<file path="config.mk">
export PLATFORM = sky130hd
export DESIGN_NAME = tpio_top
export DESIGN_NICKNAME = d
export VERILOG_FILES = /design/src/inc/tpio_pkg.sv /design/src/rtl/tpio_pin_cell.sv /design/src/rtl/tpio_top.sv
export SDC_FILE = /design/constraint.sdc
export NUM_CORES = 1
export LEC_CHECK = 0
export BUFFER_PORTS_ARGS = -buffer_cell sky130_fd_sc_hd__buf_4
export CORE_MARGIN = 2
export CORE_UTILIZATION = 58
export DETAILED_ROUTE_END_ITERATION = 7
export GPL_ROUTABILITY_DRIVEN = 0
export HOLD_SLACK_MARGIN = 0.03
export PLACE_DENSITY = 0.81
export SETUP_SLACK_MARGIN = 0.02
export SYNTH_ARGS = -nofsm -noshare
export SYNTH_HDL_FRONTEND = slang
export SYNTH_SLANG_ARGS = --single-unit
</file>
<file path="constraint.sdc">
create_clock -name clk -period 6.65 [get_ports clk]
set_clock_uncertainty 0.05 [all_clocks]
set_input_delay 0.9975 -clock clk [delete_from_list [all_inputs] [get_ports clk]]
set_output_delay 0.9975 -clock clk [all_outputs]
set_load 0.02 [all_outputs]
</file>
<file path="src/inc/tpio_pkg.sv">
/*
  Shared constants for the three-port pin block: register offsets,
  field positions, port widths and reset values.
  Assumes a plain register port with 8-bit byte addresses, 16-bit data.
*/
// Functional notes
// - the four-bit port has one direction bit per pin.
// - a pin set as input has its output driver switched off.
// - each four-bit port output is push-pull or open-drain by its own bit.
// - the four-bit port pins carry chip selects zero to three, low bit up.
// - the seven-bit port has one direction bit per pin.
// - each seven-bit port output is push-pull or open-drain by its own bit.
// - seven-bit port pins nine to fifteen feed fast interrupts one to seven; the code holds a line low while its pin is an output.
// - the two-bit input-only port has no drivers and is only read.
// - input-only bit fourteen steers timer four, bit fifteen timer five.
package tpio_pkg;
   localparam int ADDR_W = 8;
   localparam int DATA_W = 16;
   localparam int FOUR_W = 4;
   localparam int SEVEN_W = 7;
   localparam int INP_W = 2;

   // field positions inside a 16-bit register word
   localparam int FOUR_LSB = 0;
   localparam int SEVEN_LSB = 9;
   localparam int INP_LSB = 14;
   localparam int IRQ_LSB = 0;

   // register byte offsets
   localparam logic [ADDR_W-1:0] OFF_FOUR_DAT = 8'h00;
   localparam logic [ADDR_W-1:0] OFF_FOUR_DIR = 8'h04;
   localparam logic [ADDR_W-1:0] OFF_FOUR_OD = 8'h08;
   localparam logic [ADDR_W-1:0] OFF_FOUR_ALT = 8'h0C;
   localparam logic [ADDR_W-1:0] OFF_FOUR_PIN = 8'h10;
   localparam logic [ADDR_W-1:0] OFF_SEVEN_DAT = 8'h14;
   localparam logic [ADDR_W-1:0] OFF_SEVEN_DIR = 8'h18;
   localparam logic [ADDR_W-1:0] OFF_SEVEN_OD = 8'h1C;
   localparam logic [ADDR_W-1:0] OFF_SEVEN_PIN = 8'h20;
   localparam logic [ADDR_W-1:0] OFF_INP_PIN = 8'h24;
   localparam logic [ADDR_W-1:0] OFF_IRQ_STS = 8'h28;
   localparam logic [ADDR_W-1:0] OFF_IRQ_MSK = 8'h2C;

   // reset values
   localparam logic [FOUR_W-1:0] FOUR_RST = 4'h0;
   localparam logic [SEVEN_W-1:0] SEVEN_RST = 7'h00;
   localparam logic [INP_W-1:0] INP_RST = 2'h0;
   localparam logic [DATA_W-1:0] DATA_RST = 16'h0000;
   localparam logic DIR_OUT = 1'b1;
   localparam logic DIR_IN = 1'b0;
endpackage

</file>
<file path="src/rtl/tpio_pin_cell.sv">
/*
  One output cell of a bidirectional pin: registered drive value and
  output enable, push-pull or open-drain.
  Assumes the pad combines pin_o and pin_oe outside the design.
*/
`timescale 1ns/10ps
module tpio_pin_cell
   import tpio_pkg::*;
(
   input wire logic clk, // system clock
   input wire logic rst_b, // synchronous reset, active low
   input wire logic dir, // 1 output, 0 input
   input wire logic od, // 1 open-drain, 0 push-pull
   input wire logic val, // value to put on the pin
   output logic pin_o, // pad output level
   output logic pin_oe // pad output enable, high while driving
);
   typedef struct packed {
      logic o;
      logic oe;
   } tpio_cell_s;

   localparam tpio_cell_s CELL_RST = '{o: 1'b0, oe: 1'b0};

   tpio_cell_s st_r;
   tpio_cell_s st_nxt;

   // drive decision: input releases, open-drain only pulls low
   always_comb begin
      st_nxt.o = od ? 1'b0 : val;
      st_nxt.oe = (dir == DIR_OUT) && (!od || !val);
   end

   // cell state register, released as input at reset
   always_ff @(posedge clk) begin
      if (!rst_b) begin
         st_r <= CELL_RST;
      end else begin
         st_r <= st_nxt;
      end
   end

   assign pin_o = st_r.o;
   assign pin_oe = st_r.oe;
endmodule

</file>
<file path="src/rtl/tpio_top.sv">
/*
  Three small general-purpose ports: a four-bit bidirectional port with
  chip-select alternates, a seven-bit bidirectional port feeding fast
  interrupt inputs, and a two-bit input-only port feeding timer
  up/down controls. Registers on a plain strobe port; one level irq.
  Assumes pin inputs are synchronous to clk and pads resolve o/oe.
*/
`timescale 1ns/10ps
module tpio_top
   import tpio_pkg::*;
(
   input wire logic clk, // system clock, 200 MHz
   input wire logic rst_b, // synchronous reset, active low
   input wire logic [ADDR_W-1:0] addr, // register byte address
   input wire logic [DATA_W-1:0] wdata, // write data
   input wire logic wr, // write strobe
   input wire logic rd, // read strobe
   output logic [DATA_W-1:0] rdata, // read data, cycle after rd
   output logic irq, // level interrupt, unmasked status set
   input wire logic [FOUR_W-1:0] chip_select_in, // chip selects from bus ctl
   input wire logic [FOUR_W-1:0] four_bit_port_i, // four-bit port pin levels
   output logic [FOUR_W-1:0] four_bit_port_o, // four-bit port drive value
   output logic [FOUR_W-1:0] four_bit_port_oe, // four-bit port enables
   input wire logic [SEVEN_W-1:0] seven_bit_port_i, // pins nine to fifteen
   output logic [SEVEN_W-1:0] seven_bit_port_o, // seven-bit drive value
   output logic [SEVEN_W-1:0] seven_bit_port_oe, // seven-bit enables
   input wire logic [INP_W-1:0] input_only_port_i, // pins fourteen, fifteen
   output logic [SEVEN_W-1:0] fast_ext_irq, // fast irq one..seven, bit 0=one
   output logic timer_four_updown_in, // timer four up/down control
   output logic timer_five_updown_in // timer five up/down control
);
   typedef struct packed {
      logic [FOUR_W-1:0] four_dat;
      logic [FOUR_W-1:0] four_dir;
      logic [FOUR_W-1:0] four_od;
      logic [FOUR_W-1:0] four_alt;
      logic [FOUR_W-1:0] four_smp;
      logic [SEVEN_W-1:0] seven_dat;
      logic [SEVEN_W-1:0] seven_dir;
      logic [SEVEN_W-1:0] seven_od;
      logic [SEVEN_W-1:0] seven_smp;
      logic [INP_W-1:0] inp_smp;
      logic [SEVEN_W-1:0] irq_sts;
      logic [SEVEN_W-1:0] irq_msk;
      logic [SEVEN_W-1:0] ext_irq;
      logic tmr4;
      logic tmr5;
      logic irq;
      logic [DATA_W-1:0] rdata;
   } tpio_state_s;

   localparam tpio_state_s ST_RST = '{
      four_dat: FOUR_RST, four_dir: FOUR_RST, four_od: FOUR_RST,
      four_alt: FOUR_RST, four_smp: FOUR_RST,
      seven_dat: SEVEN_RST, seven_dir: SEVEN_RST, seven_od: SEVEN_RST,
      seven_smp: SEVEN_RST, inp_smp: INP_RST,
      irq_sts: SEVEN_RST, irq_msk: SEVEN_RST, ext_irq: SEVEN_RST,
      tmr4: 1'b0, tmr5: 1'b0, irq: 1'b0, rdata: DATA_RST};

   tpio_state_s st_r;
   tpio_state_s st_nxt;

   logic [FOUR_W-1:0] four_val;

   // true when a strobe addresses the given register
   function automatic logic hit(input logic stb,
                                input logic [ADDR_W-1:0] a,
                                input logic [ADDR_W-1:0] off);
      hit = stb && (a == off);
   endfunction

   // place a seven-bit field at the pin positions of a word
   function automatic logic [DATA_W-1:0] seven_word(
      input logic [SEVEN_W-1:0] f);
      seven_word = DATA_RST;
      seven_word[SEVEN_LSB +: SEVEN_W] = f;
   endfunction

   // place a four-bit field at the low bits of a word
   function automatic logic [DATA_W-1:0] four_word(
      input logic [FOUR_W-1:0] f);
      four_word = DATA_RST;
      four_word[FOUR_LSB +: FOUR_W] = f;
   endfunction

   // next-state logic: registers, sampling, events, read mux
   always_comb begin
      logic [SEVEN_W-1:0] fall;
      logic [SEVEN_W-1:0] clr;
      fall = SEVEN_RST;
      clr = SEVEN_RST;
      st_nxt = st_r;

      // pin sampling for the pin-level register reads
      st_nxt.four_smp = four_bit_port_i;
      st_nxt.seven_smp = seven_bit_port_i;
      st_nxt.inp_smp = input_only_port_i;

      // fast interrupt inputs follow the pin only while it is an input
      st_nxt.ext_irq = seven_bit_port_i & ~st_r.seven_dir;

      // timer up/down controls from the input-only port
      st_nxt.tmr4 = input_only_port_i[0];
      st_nxt.tmr5 = input_only_port_i[1];

      // falling edge on an input pin is a fast interrupt event
      fall = st_r.ext_irq & ~st_nxt.ext_irq;

      // register writes
      if (hit(wr, addr, OFF_FOUR_DAT)) begin
         st_nxt.four_dat = wdata[FOUR_LSB +: FOUR_W];
      end
      if (hit(wr, addr, OFF_FOUR_DIR)) begin
         st_nxt.four_dir = wdata[FOUR_LSB +: FOUR_W];
      end
      if (hit(wr, addr, OFF_FOUR_OD)) begin
         st_nxt.four_od = wdata[FOUR_LSB +: FOUR_W];
      end
      if (hit(wr, addr, OFF_FOUR_ALT)) begin
         st_nxt.four_alt = wdata[FOUR_LSB +: FOUR_W];
      end
      if (hit(wr, addr, OFF_SEVEN_DAT)) begin
         st_nxt.seven_dat = wdata[SEVEN_LSB +: SEVEN_W];
      end
      if (hit(wr, addr, OFF_SEVEN_DIR)) begin
         st_nxt.seven_dir = wdata[SEVEN_LSB +: SEVEN_W];
      end
      if (hit(wr, addr, OFF_SEVEN_OD)) begin
         st_nxt.seven_od = wdata[SEVEN_LSB +: SEVEN_W];
      end
      if (hit(wr, addr, OFF_IRQ_MSK)) begin
         st_nxt.irq_msk = wdata[IRQ_LSB +: SEVEN_W];
      end
      if (hit(wr, addr, OFF_IRQ_STS)) begin
         clr = wdata[IRQ_LSB +: SEVEN_W];
      end

      // sticky status: write one clears, a new event wins over the clear
      st_nxt.irq_sts = (st_r.irq_sts & ~clr) | fall;
      st_nxt.irq = |(st_nxt.irq_sts & st_nxt.irq_msk);

      // read data, valid only in the cycle after the strobe
      st_nxt.rdata = DATA_RST;
      if (rd) begin
         unique case (addr)
            OFF_FOUR_DAT: st_nxt.rdata = four_word(st_r.four_dat);
            OFF_FOUR_DIR: st_nxt.rdata = four_word(st_r.four_dir);
            OFF_FOUR_OD: st_nxt.rdata = four_word(st_r.four_od);
            OFF_FOUR_ALT: st_nxt.rdata = four_word(st_r.four_alt);
            OFF_FOUR_PIN: st_nxt.rdata = four_word(st_r.four_smp);
            OFF_SEVEN_DAT: st_nxt.rdata = seven_word(st_r.seven_dat);
            OFF_SEVEN_DIR: st_nxt.rdata = seven_word(st_r.seven_dir);
            OFF_SEVEN_OD: st_nxt.rdata = seven_word(st_r.seven_od);
            OFF_SEVEN_PIN: st_nxt.rdata = seven_word(st_r.seven_smp);
            OFF_INP_PIN: begin
               st_nxt.rdata[INP_LSB +: INP_W] = st_r.inp_smp;
            end
            OFF_IRQ_STS: begin
               st_nxt.rdata[IRQ_LSB +: SEVEN_W] = st_r.irq_sts;
            end
            OFF_IRQ_MSK: begin
               st_nxt.rdata[IRQ_LSB +: SEVEN_W] = st_r.irq_msk;
            end
            default: st_nxt.rdata = DATA_RST; // unmapped reads zero
         endcase
      end
   end

   // state register
   always_ff @(posedge clk) begin
      if (!rst_b) begin
         st_r <= ST_RST;
      end else begin
         st_r <= st_nxt;
      end
   end

   // chip select replaces the latch on pins with the alternate on
   assign four_val = (st_r.four_alt & chip_select_in) |
                     (~st_r.four_alt & st_r.four_dat);

   // four-bit port pin cells
   genvar gi;
   generate
      for (gi = 0; gi < FOUR_W; gi++) begin : g_four
         tpio_pin_cell u_cell (
            .clk(clk),
            .rst_b(rst_b),
            .dir(st_r.four_dir[gi]),
            .od(st_r.four_od[gi]),
            .val(four_val[gi]),
            .pin_o(four_bit_port_o[gi]),
            .pin_oe(four_bit_port_oe[gi])
         );
      end
      // seven-bit port pin cells
      for (gi = 0; gi < SEVEN_W; gi++) begin : g_seven
         tpio_pin_cell u_cell (
            .clk(clk),
            .rst_b(rst_b),
            .dir(st_r.seven_dir[gi]),
            .od(st_r.seven_od[gi]),
            .val(st_r.seven_dat[gi]),
            .pin_o(seven_bit_port_o[gi]),
            .pin_oe(seven_bit_port_oe[gi])
         );
      end
   endgenerate

   // registered outputs
   assign rdata = st_r.rdata;
   assign irq = st_r.irq;
   assign fast_ext_irq = st_r.ext_irq;
   assign timer_four_updown_in = st_r.tmr4;
   assign timer_five_updown_in = st_r.tmr5;
endmodule
</file>
### Word level (Yosys, flattened, before mapping)

Cells that the tools add are included.

* register bits: 112
* bits in latches: 0
* bits in writable memories: 0
* ROM bits: 0
* input bits: 45
* output and inout port bits: 48
* logic and storage cells: 135
* memories kept: 0

* add/subtract/negate cells: 0
* multiply operators: 0
* div/mod/pow operators: 0
* $lt $le $gt $ge: 0
* equality and inequality tests: 11
* shifts and indexed selects: 0
* mux-type cells: 5
* bitwise logic cells: 13
* reduce and logical (&&, ||, !) cells: 67

Operator list (number)
* $pmux 7 s7: 1
* $eq 8x5->1 const B: 4
* $eq 8x6->1 const B: 4
* $and 7x7->7: 4
* $pmux 7 s4: 1
* $logic_not 1->1: 22
* $reduce_or 2->1: 11
* $not 7->7: 3
* $logic_and 1x1->1: 20
* $eq 8x4->1 const B: 2
* $mux 7: 2
* $logic_or 1x1->1: 11
* $pmux 2 s5: 1
* $and 4x4->4: 2
* $eq 8x3->1 const B: 1
* $logic_not 8->1: 1
* $or 7x7->7: 1
* $reduce_or 7->1: 1
* $not 4->4: 1
* $or 4x4->4: 1
* $reduce_and 2->1: 1
* $not 1->1: 1

### Depth between registers and ports, before layout

* depth after elaboration: 8
* gate-level depth with buffers: 7
* mapped depth without buffers: 5

### Cells and area by module

A second synthesis with hierarchy kept.

* cells, all modules: 434
* area total of the unflattened synthesis: 4129.0 sq um

By module, submodules not included
* tpio_top: times used 1, cells an instance 379, area each 3495.9 sq um, sequential area each 1721.7 sq um
* tpio_pin_cell: times used 11, cells an instance 5, area each 57.6 sq um, sequential area each 40.0 sq um

### Worst setup path before layout

Ideal clock, no wire load.

* path type: input -> register
* start point: input addr[4]
* end point: register st_r, in the netlist irq
* data arrival time: 2705 ps
* required time: 6466 ps
* setup slack: 3761 ps
* cell stages on the path: 6
* buffers on the path: 1
* cells stage by stage: or4b_4 -> or3_1 -> buf_2 -> mux2_4 -> a222oi_1 -> a31oi_1

* word-level cells in the longest chain between the ends: 8
* elaborated cells between the ends (all ways): 11
* those cells by class: 2 x eq/ne; 2 x mux; 4 x bitwise; 3 x reduce/logical

Ends and longest elaborated chain
* from (decl): RTL line tpio_top.sv:14 `input wire logic [ADDR_W-1:0] addr,`
* $eq 8x6->1: RTL line tpio_top.sv:69 `hit = stb && (a == off);`
* $logic_and 1x1->1: RTL line tpio_top.sv:69
* $mux 7: RTL line tpio_top.sv:134 `if (hit(wr, addr, OFF_IRQ_STS)) begin`
* $not 7->7: RTL line tpio_top.sv:139 `st_nxt.irq_sts = (st_r.irq_sts & ~clr) | fall;`
* $and 7x7->7: RTL line tpio_top.sv:139
* $or 7x7->7: RTL line tpio_top.sv:139
* $and 7x7->7 *: RTL line tpio_top.sv:140 `st_nxt.irq = |(st_nxt.irq_sts & st_nxt.irq_msk);`
* $reduce_or 7->1 *: RTL line tpio_top.sv:140
* to (signal assigned): RTL line tpio_top.sv:174 `st_r <= st_nxt;`
* to (decl): RTL line tpio_top.sv:60 `tpio_state_s st_r;`

Every way passes the cells marked *; elsewhere a longest branch is shown, timed or not.
A chain may end at the register's enable or synchronous reset.

### Worst setup path in the final report

* start point: input addr[2]
* end point: register st_r[60] in the netlist's numbering

* word-level cells in the longest chain between the ends: 2

Ends and longest elaborated chain (RTL line)
* $eq 8x5->1: tpio_top.sv:69
* $logic_and 1x1->1: tpio_top.sv:69

Every way passes these cells.

==> impl_metrics.env <==
export IMPL_port_buffers=88
export IMPL_cts_root_buf="clkbuf_8"
export IMPL_pwr_share_seq=0.586
export IMPL_synth_top_area_cell="dfxtp_1"
export IMPL_crit_chain="buf_4, or4b_2, nor2_1, nand2_1, nand2_1, a21oi_1"
export IMPL_finalMaxSlewViolations=0
export IMPL_endpoint_kind="register"
export IMPL_path_common_cell="nand2_1"
export IMPL_reg2reg_from="st_r[56]"
export IMPL_power_frac_comb=0.061
export IMPL_die_w_um=90.41
export IMPL_vdd_drop_max_uv=154.7
export IMPL_synth_edff_count=0
export IMPL_period_needed_ns=3.457
export IMPL_grt_ovfl_total=0
export IMPL_power_leakage_uw=0.002063
export IMPL_synth_flop_cell="dfxtp_1"
export IMPL_min_from="st_r[64]"
export IMPL_syn_inst=475
export IMPL_swShare=0.2349
export IMPL_tightest_slew_ns=1.317
export IMPL_cts_resized=0
export IMPL_rsz0062_at_grt="false"
export IMPL_cp_start_kind="primary input"
export IMPL_hold_buffers=0
export IMPL_setup_viol=0
export IMPL_std_cell_rows=31
export IMPL_drtAntennaViolNets=0
export IMPL_path_class="in2reg"
export IMPL_layoutNonFillerInstCount=615
export IMPL_final_util=0.6771
export IMPL_dieArea_um2=8173
export IMPL_area_growth_pct=13.41
export IMPL_crit_arrival_ns=3.64
export IMPL_num_vias=3485
export IMPL_reg2regPathDepth=4
export IMPL_holdPathStages=1
export IMPL_cts_buffer_depth=2
export IMPL_synth_top_cells_by_count="108 x dfxtp_1, 54 x nand2_1, 45 x buf_4"
export IMPL_slowest_delay_ns=0.97
export IMPL_antenna_found_initial=0
export IMPL_core_um2=7253
export IMPL_pwr_share_clk=0.354
export IMPL_grt_pass1_vias=3261
export IMPL_ys_types=37
export IMPL_clkSinkCount=108
export IMPL_clock_latency_ns=0.36
export IMPL_cts_tree="built"
export IMPL_htreeDepth=3
export IMPL_clk_pin_slew_ns=0.10
export IMPL_drv_cap=0
export IMPL_power_density_nw_per_um2=229.3
export IMPL_required_ns=6.83
export IMPL_synth_top_area_share=0.4993
export IMPL_dp_hpwl_um=6738
export IMPL_r2r_setup_slack_ns=5.13
export IMPL_synth_seq_cells=108
export IMPL_yosysWarningCount=0
export IMPL_dr_pass1_iters=6
export IMPL_synth_area_um2=4330
export IMPL_wl_per_cell_um=16.18
export IMPL_drive_gt1_frac=0.2229
export IMPL_layout_nets=556
export IMPL_hold_class="reg2reg"
export IMPL_rr_endpoint="irq"
export IMPL_drt_iter0_drc=322
export IMPL_fp_dieH_um=90.41
export IMPL_ios=93
export IMPL_power_switching_uw=264.5
export IMPL_synthMostInstantiatedCell="dfxtp_1"
export IMPL_cts_buffers=9
export IMPL_avgSynthCellArea_um2=9.117
export IMPL_fin_tns_setup_ns=0
export IMPL_fmax_ghz=0.2893
export IMPL_n_antenna_cell=0
export IMPL_crit_slowest_cell="nor2_1"
export IMPL_viasPerCell=5.667
export IMPL_wl_um=9952
export IMPL_yosys_top_cells_area="dfxtp_1 50%, buf_4 7.8%, a21oi_1 5.0%, nand2_1 4.7%, mux2i_1 4.6%"
export IMPL_hold_end="g_seven[1].u_cell.pin_oe"
export IMPL_p_int_uw=861.6
export IMPL_drc=0
export IMPL_cts_setup_buffers=0
export IMPL_grt_pass1_wl_um=16180
export IMPL_status="finished clean"
export IMPL_fillers=613
export IMPL_place_inst=599
export IMPL_hold_viol_final=0
export IMPL_start_util=0.5970
export IMPL_grt_max_degree=70
export IMPL_async_reset_ff_frac=0
export IMPL_grt_usage=0.2475
export IMPL_maxSlewHeadroom=0.1103
export IMPL_yosysSeqAreaShare=0.4993
export IMPL_critPathMaxFanout=16
export IMPL_final_period_utilization=0.5198
## registers in the layout, indices dropped and copies added (netlist names)
register	count
st_r	64
rdata	14
fast_ext_irq	7
g_seven.u_cell.pin_o	7
g_seven.u_cell.pin_oe	7
g_four.u_cell.pin_o	4
g_four.u_cell.pin_oe	4
irq	1
## metal layers
metal	routed length, um	track usage	part of all wire	vias up
met5	0	0	0	-
met4	223	0.09231	0.022	0
met3	820	0.04341	0.082	15
met2	4611	0.3947	0.46	163
met1	4297	0.3380	0.43	1624
li1	-	-	-	1683
## worst max-delay path by stage
| stage | start | endpoint | slack [ns] | depth (start not counted) |
|---|---|---|---|---|
| after CTS | addr[2] | st_r[61] | 3.25 | 6 |
| final | addr[2] | st_r[60] | 3.19 | 6 |
| after detailed placement | addr[2] | st_r[60] | 2.88 | 6 |
| after global routing | addr[2] | st_r[60] | 2.98 | 6 |
| after global placement | addr[2] | st_r[60] | 2.93 | 6 |
| after floorplan | addr[4] | irq | 3.76 | 6 |
## final cells by class
cell class              count  area [um^2]  share of cell area
well taps                  99        123.9             0.02522
multi-input cells         289         1704              0.3470
repair buffers             89        668.1              0.1361
flip-flops and latches    108         2162              0.4403
inverters                  14        52.55             0.01070
clock inverters             6        72.57             0.01478
clock buffers              10        127.6             0.02599
## cell families (layout without fill, tap and decap cells)
| family | count (synthesis) | in the layout | synth area share |
|---|---|---|---|
| AOI/OAI and AO/OA | 102 | 102 | 0.1523 |
| muxes | 28 | 28 | 0.06790 |
| other | 1 | 2 | 0.0008660 |
| and+or+nand+nor | 157 | 157 | 0.1716 |
| buffers and inverters | 79 | 119 | 0.1081 |
| DFF | 108 | 108 | 0.4993 |
## power by group through the flow
stage	Clock (uW)	Sequential, uW	Combinational, uW
floorplan	0	674	34.8
global placement	0	674	65.7
detailed placement	0	675	67.5
CTS	400	660	67.8
global route	429	661	74.0
finish	398	660	68.2
## critical path: cells and delay by family
kind / cells / cell delay [ns]
simple gates: 4 / 2.44
buf+inv: 1 / 0.13
compound gates: 1 / 0.07
## cells in the final DEF, fill, tap and decap left out, types with 7 or more instances in the layout
| cell type | netlist | routed |
|---|---|---|
| dfxtp_1 | 108 | 108 |
| buf_4 | 45 | 89 |
| nand2_1 | 54 | 54 |
| a21oi_1 | 43 | 43 |
| nor2_1 | 40 | 40 |
| a22oi_1 | 23 | 23 |
| nand3_1 | 21 | 21 |
| mux2i_1 | 20 | 20 |
| and2_1 | 15 | 15 |
| inv_1 | 13 | 13 |
| nor3_1 | 11 | 11 |
| clkbuf_8 | 0 | 9 |
| o21ai_0 | 8 | 8 |
| o31ai_1 | 7 | 7 |
## through the flow
| step | setup slack (ns) | area, um^2 | total power (uW) | hold slack (ns) |
|---|---|---|---|---|
| 6_report | 3.193 | 4911 | 1126 | 0.4296 |
| 3_3_place_gp | 2.927 | 4711 | 740.0 | 0.4088 |
| 4_1_cts | 3.246 | 4911 | 1128 | 0.4301 |
| 3_5_place_dp | 2.879 | 4711 | 742.1 | 0.4063 |
| 5_1_grt | 2.980 | 4911 | 1163 | 0.4431 |
| 2_1_floorplan | 3.761 | 4334 | 708.8 | 0.3760 |
(Power assumes the default switching activity.)
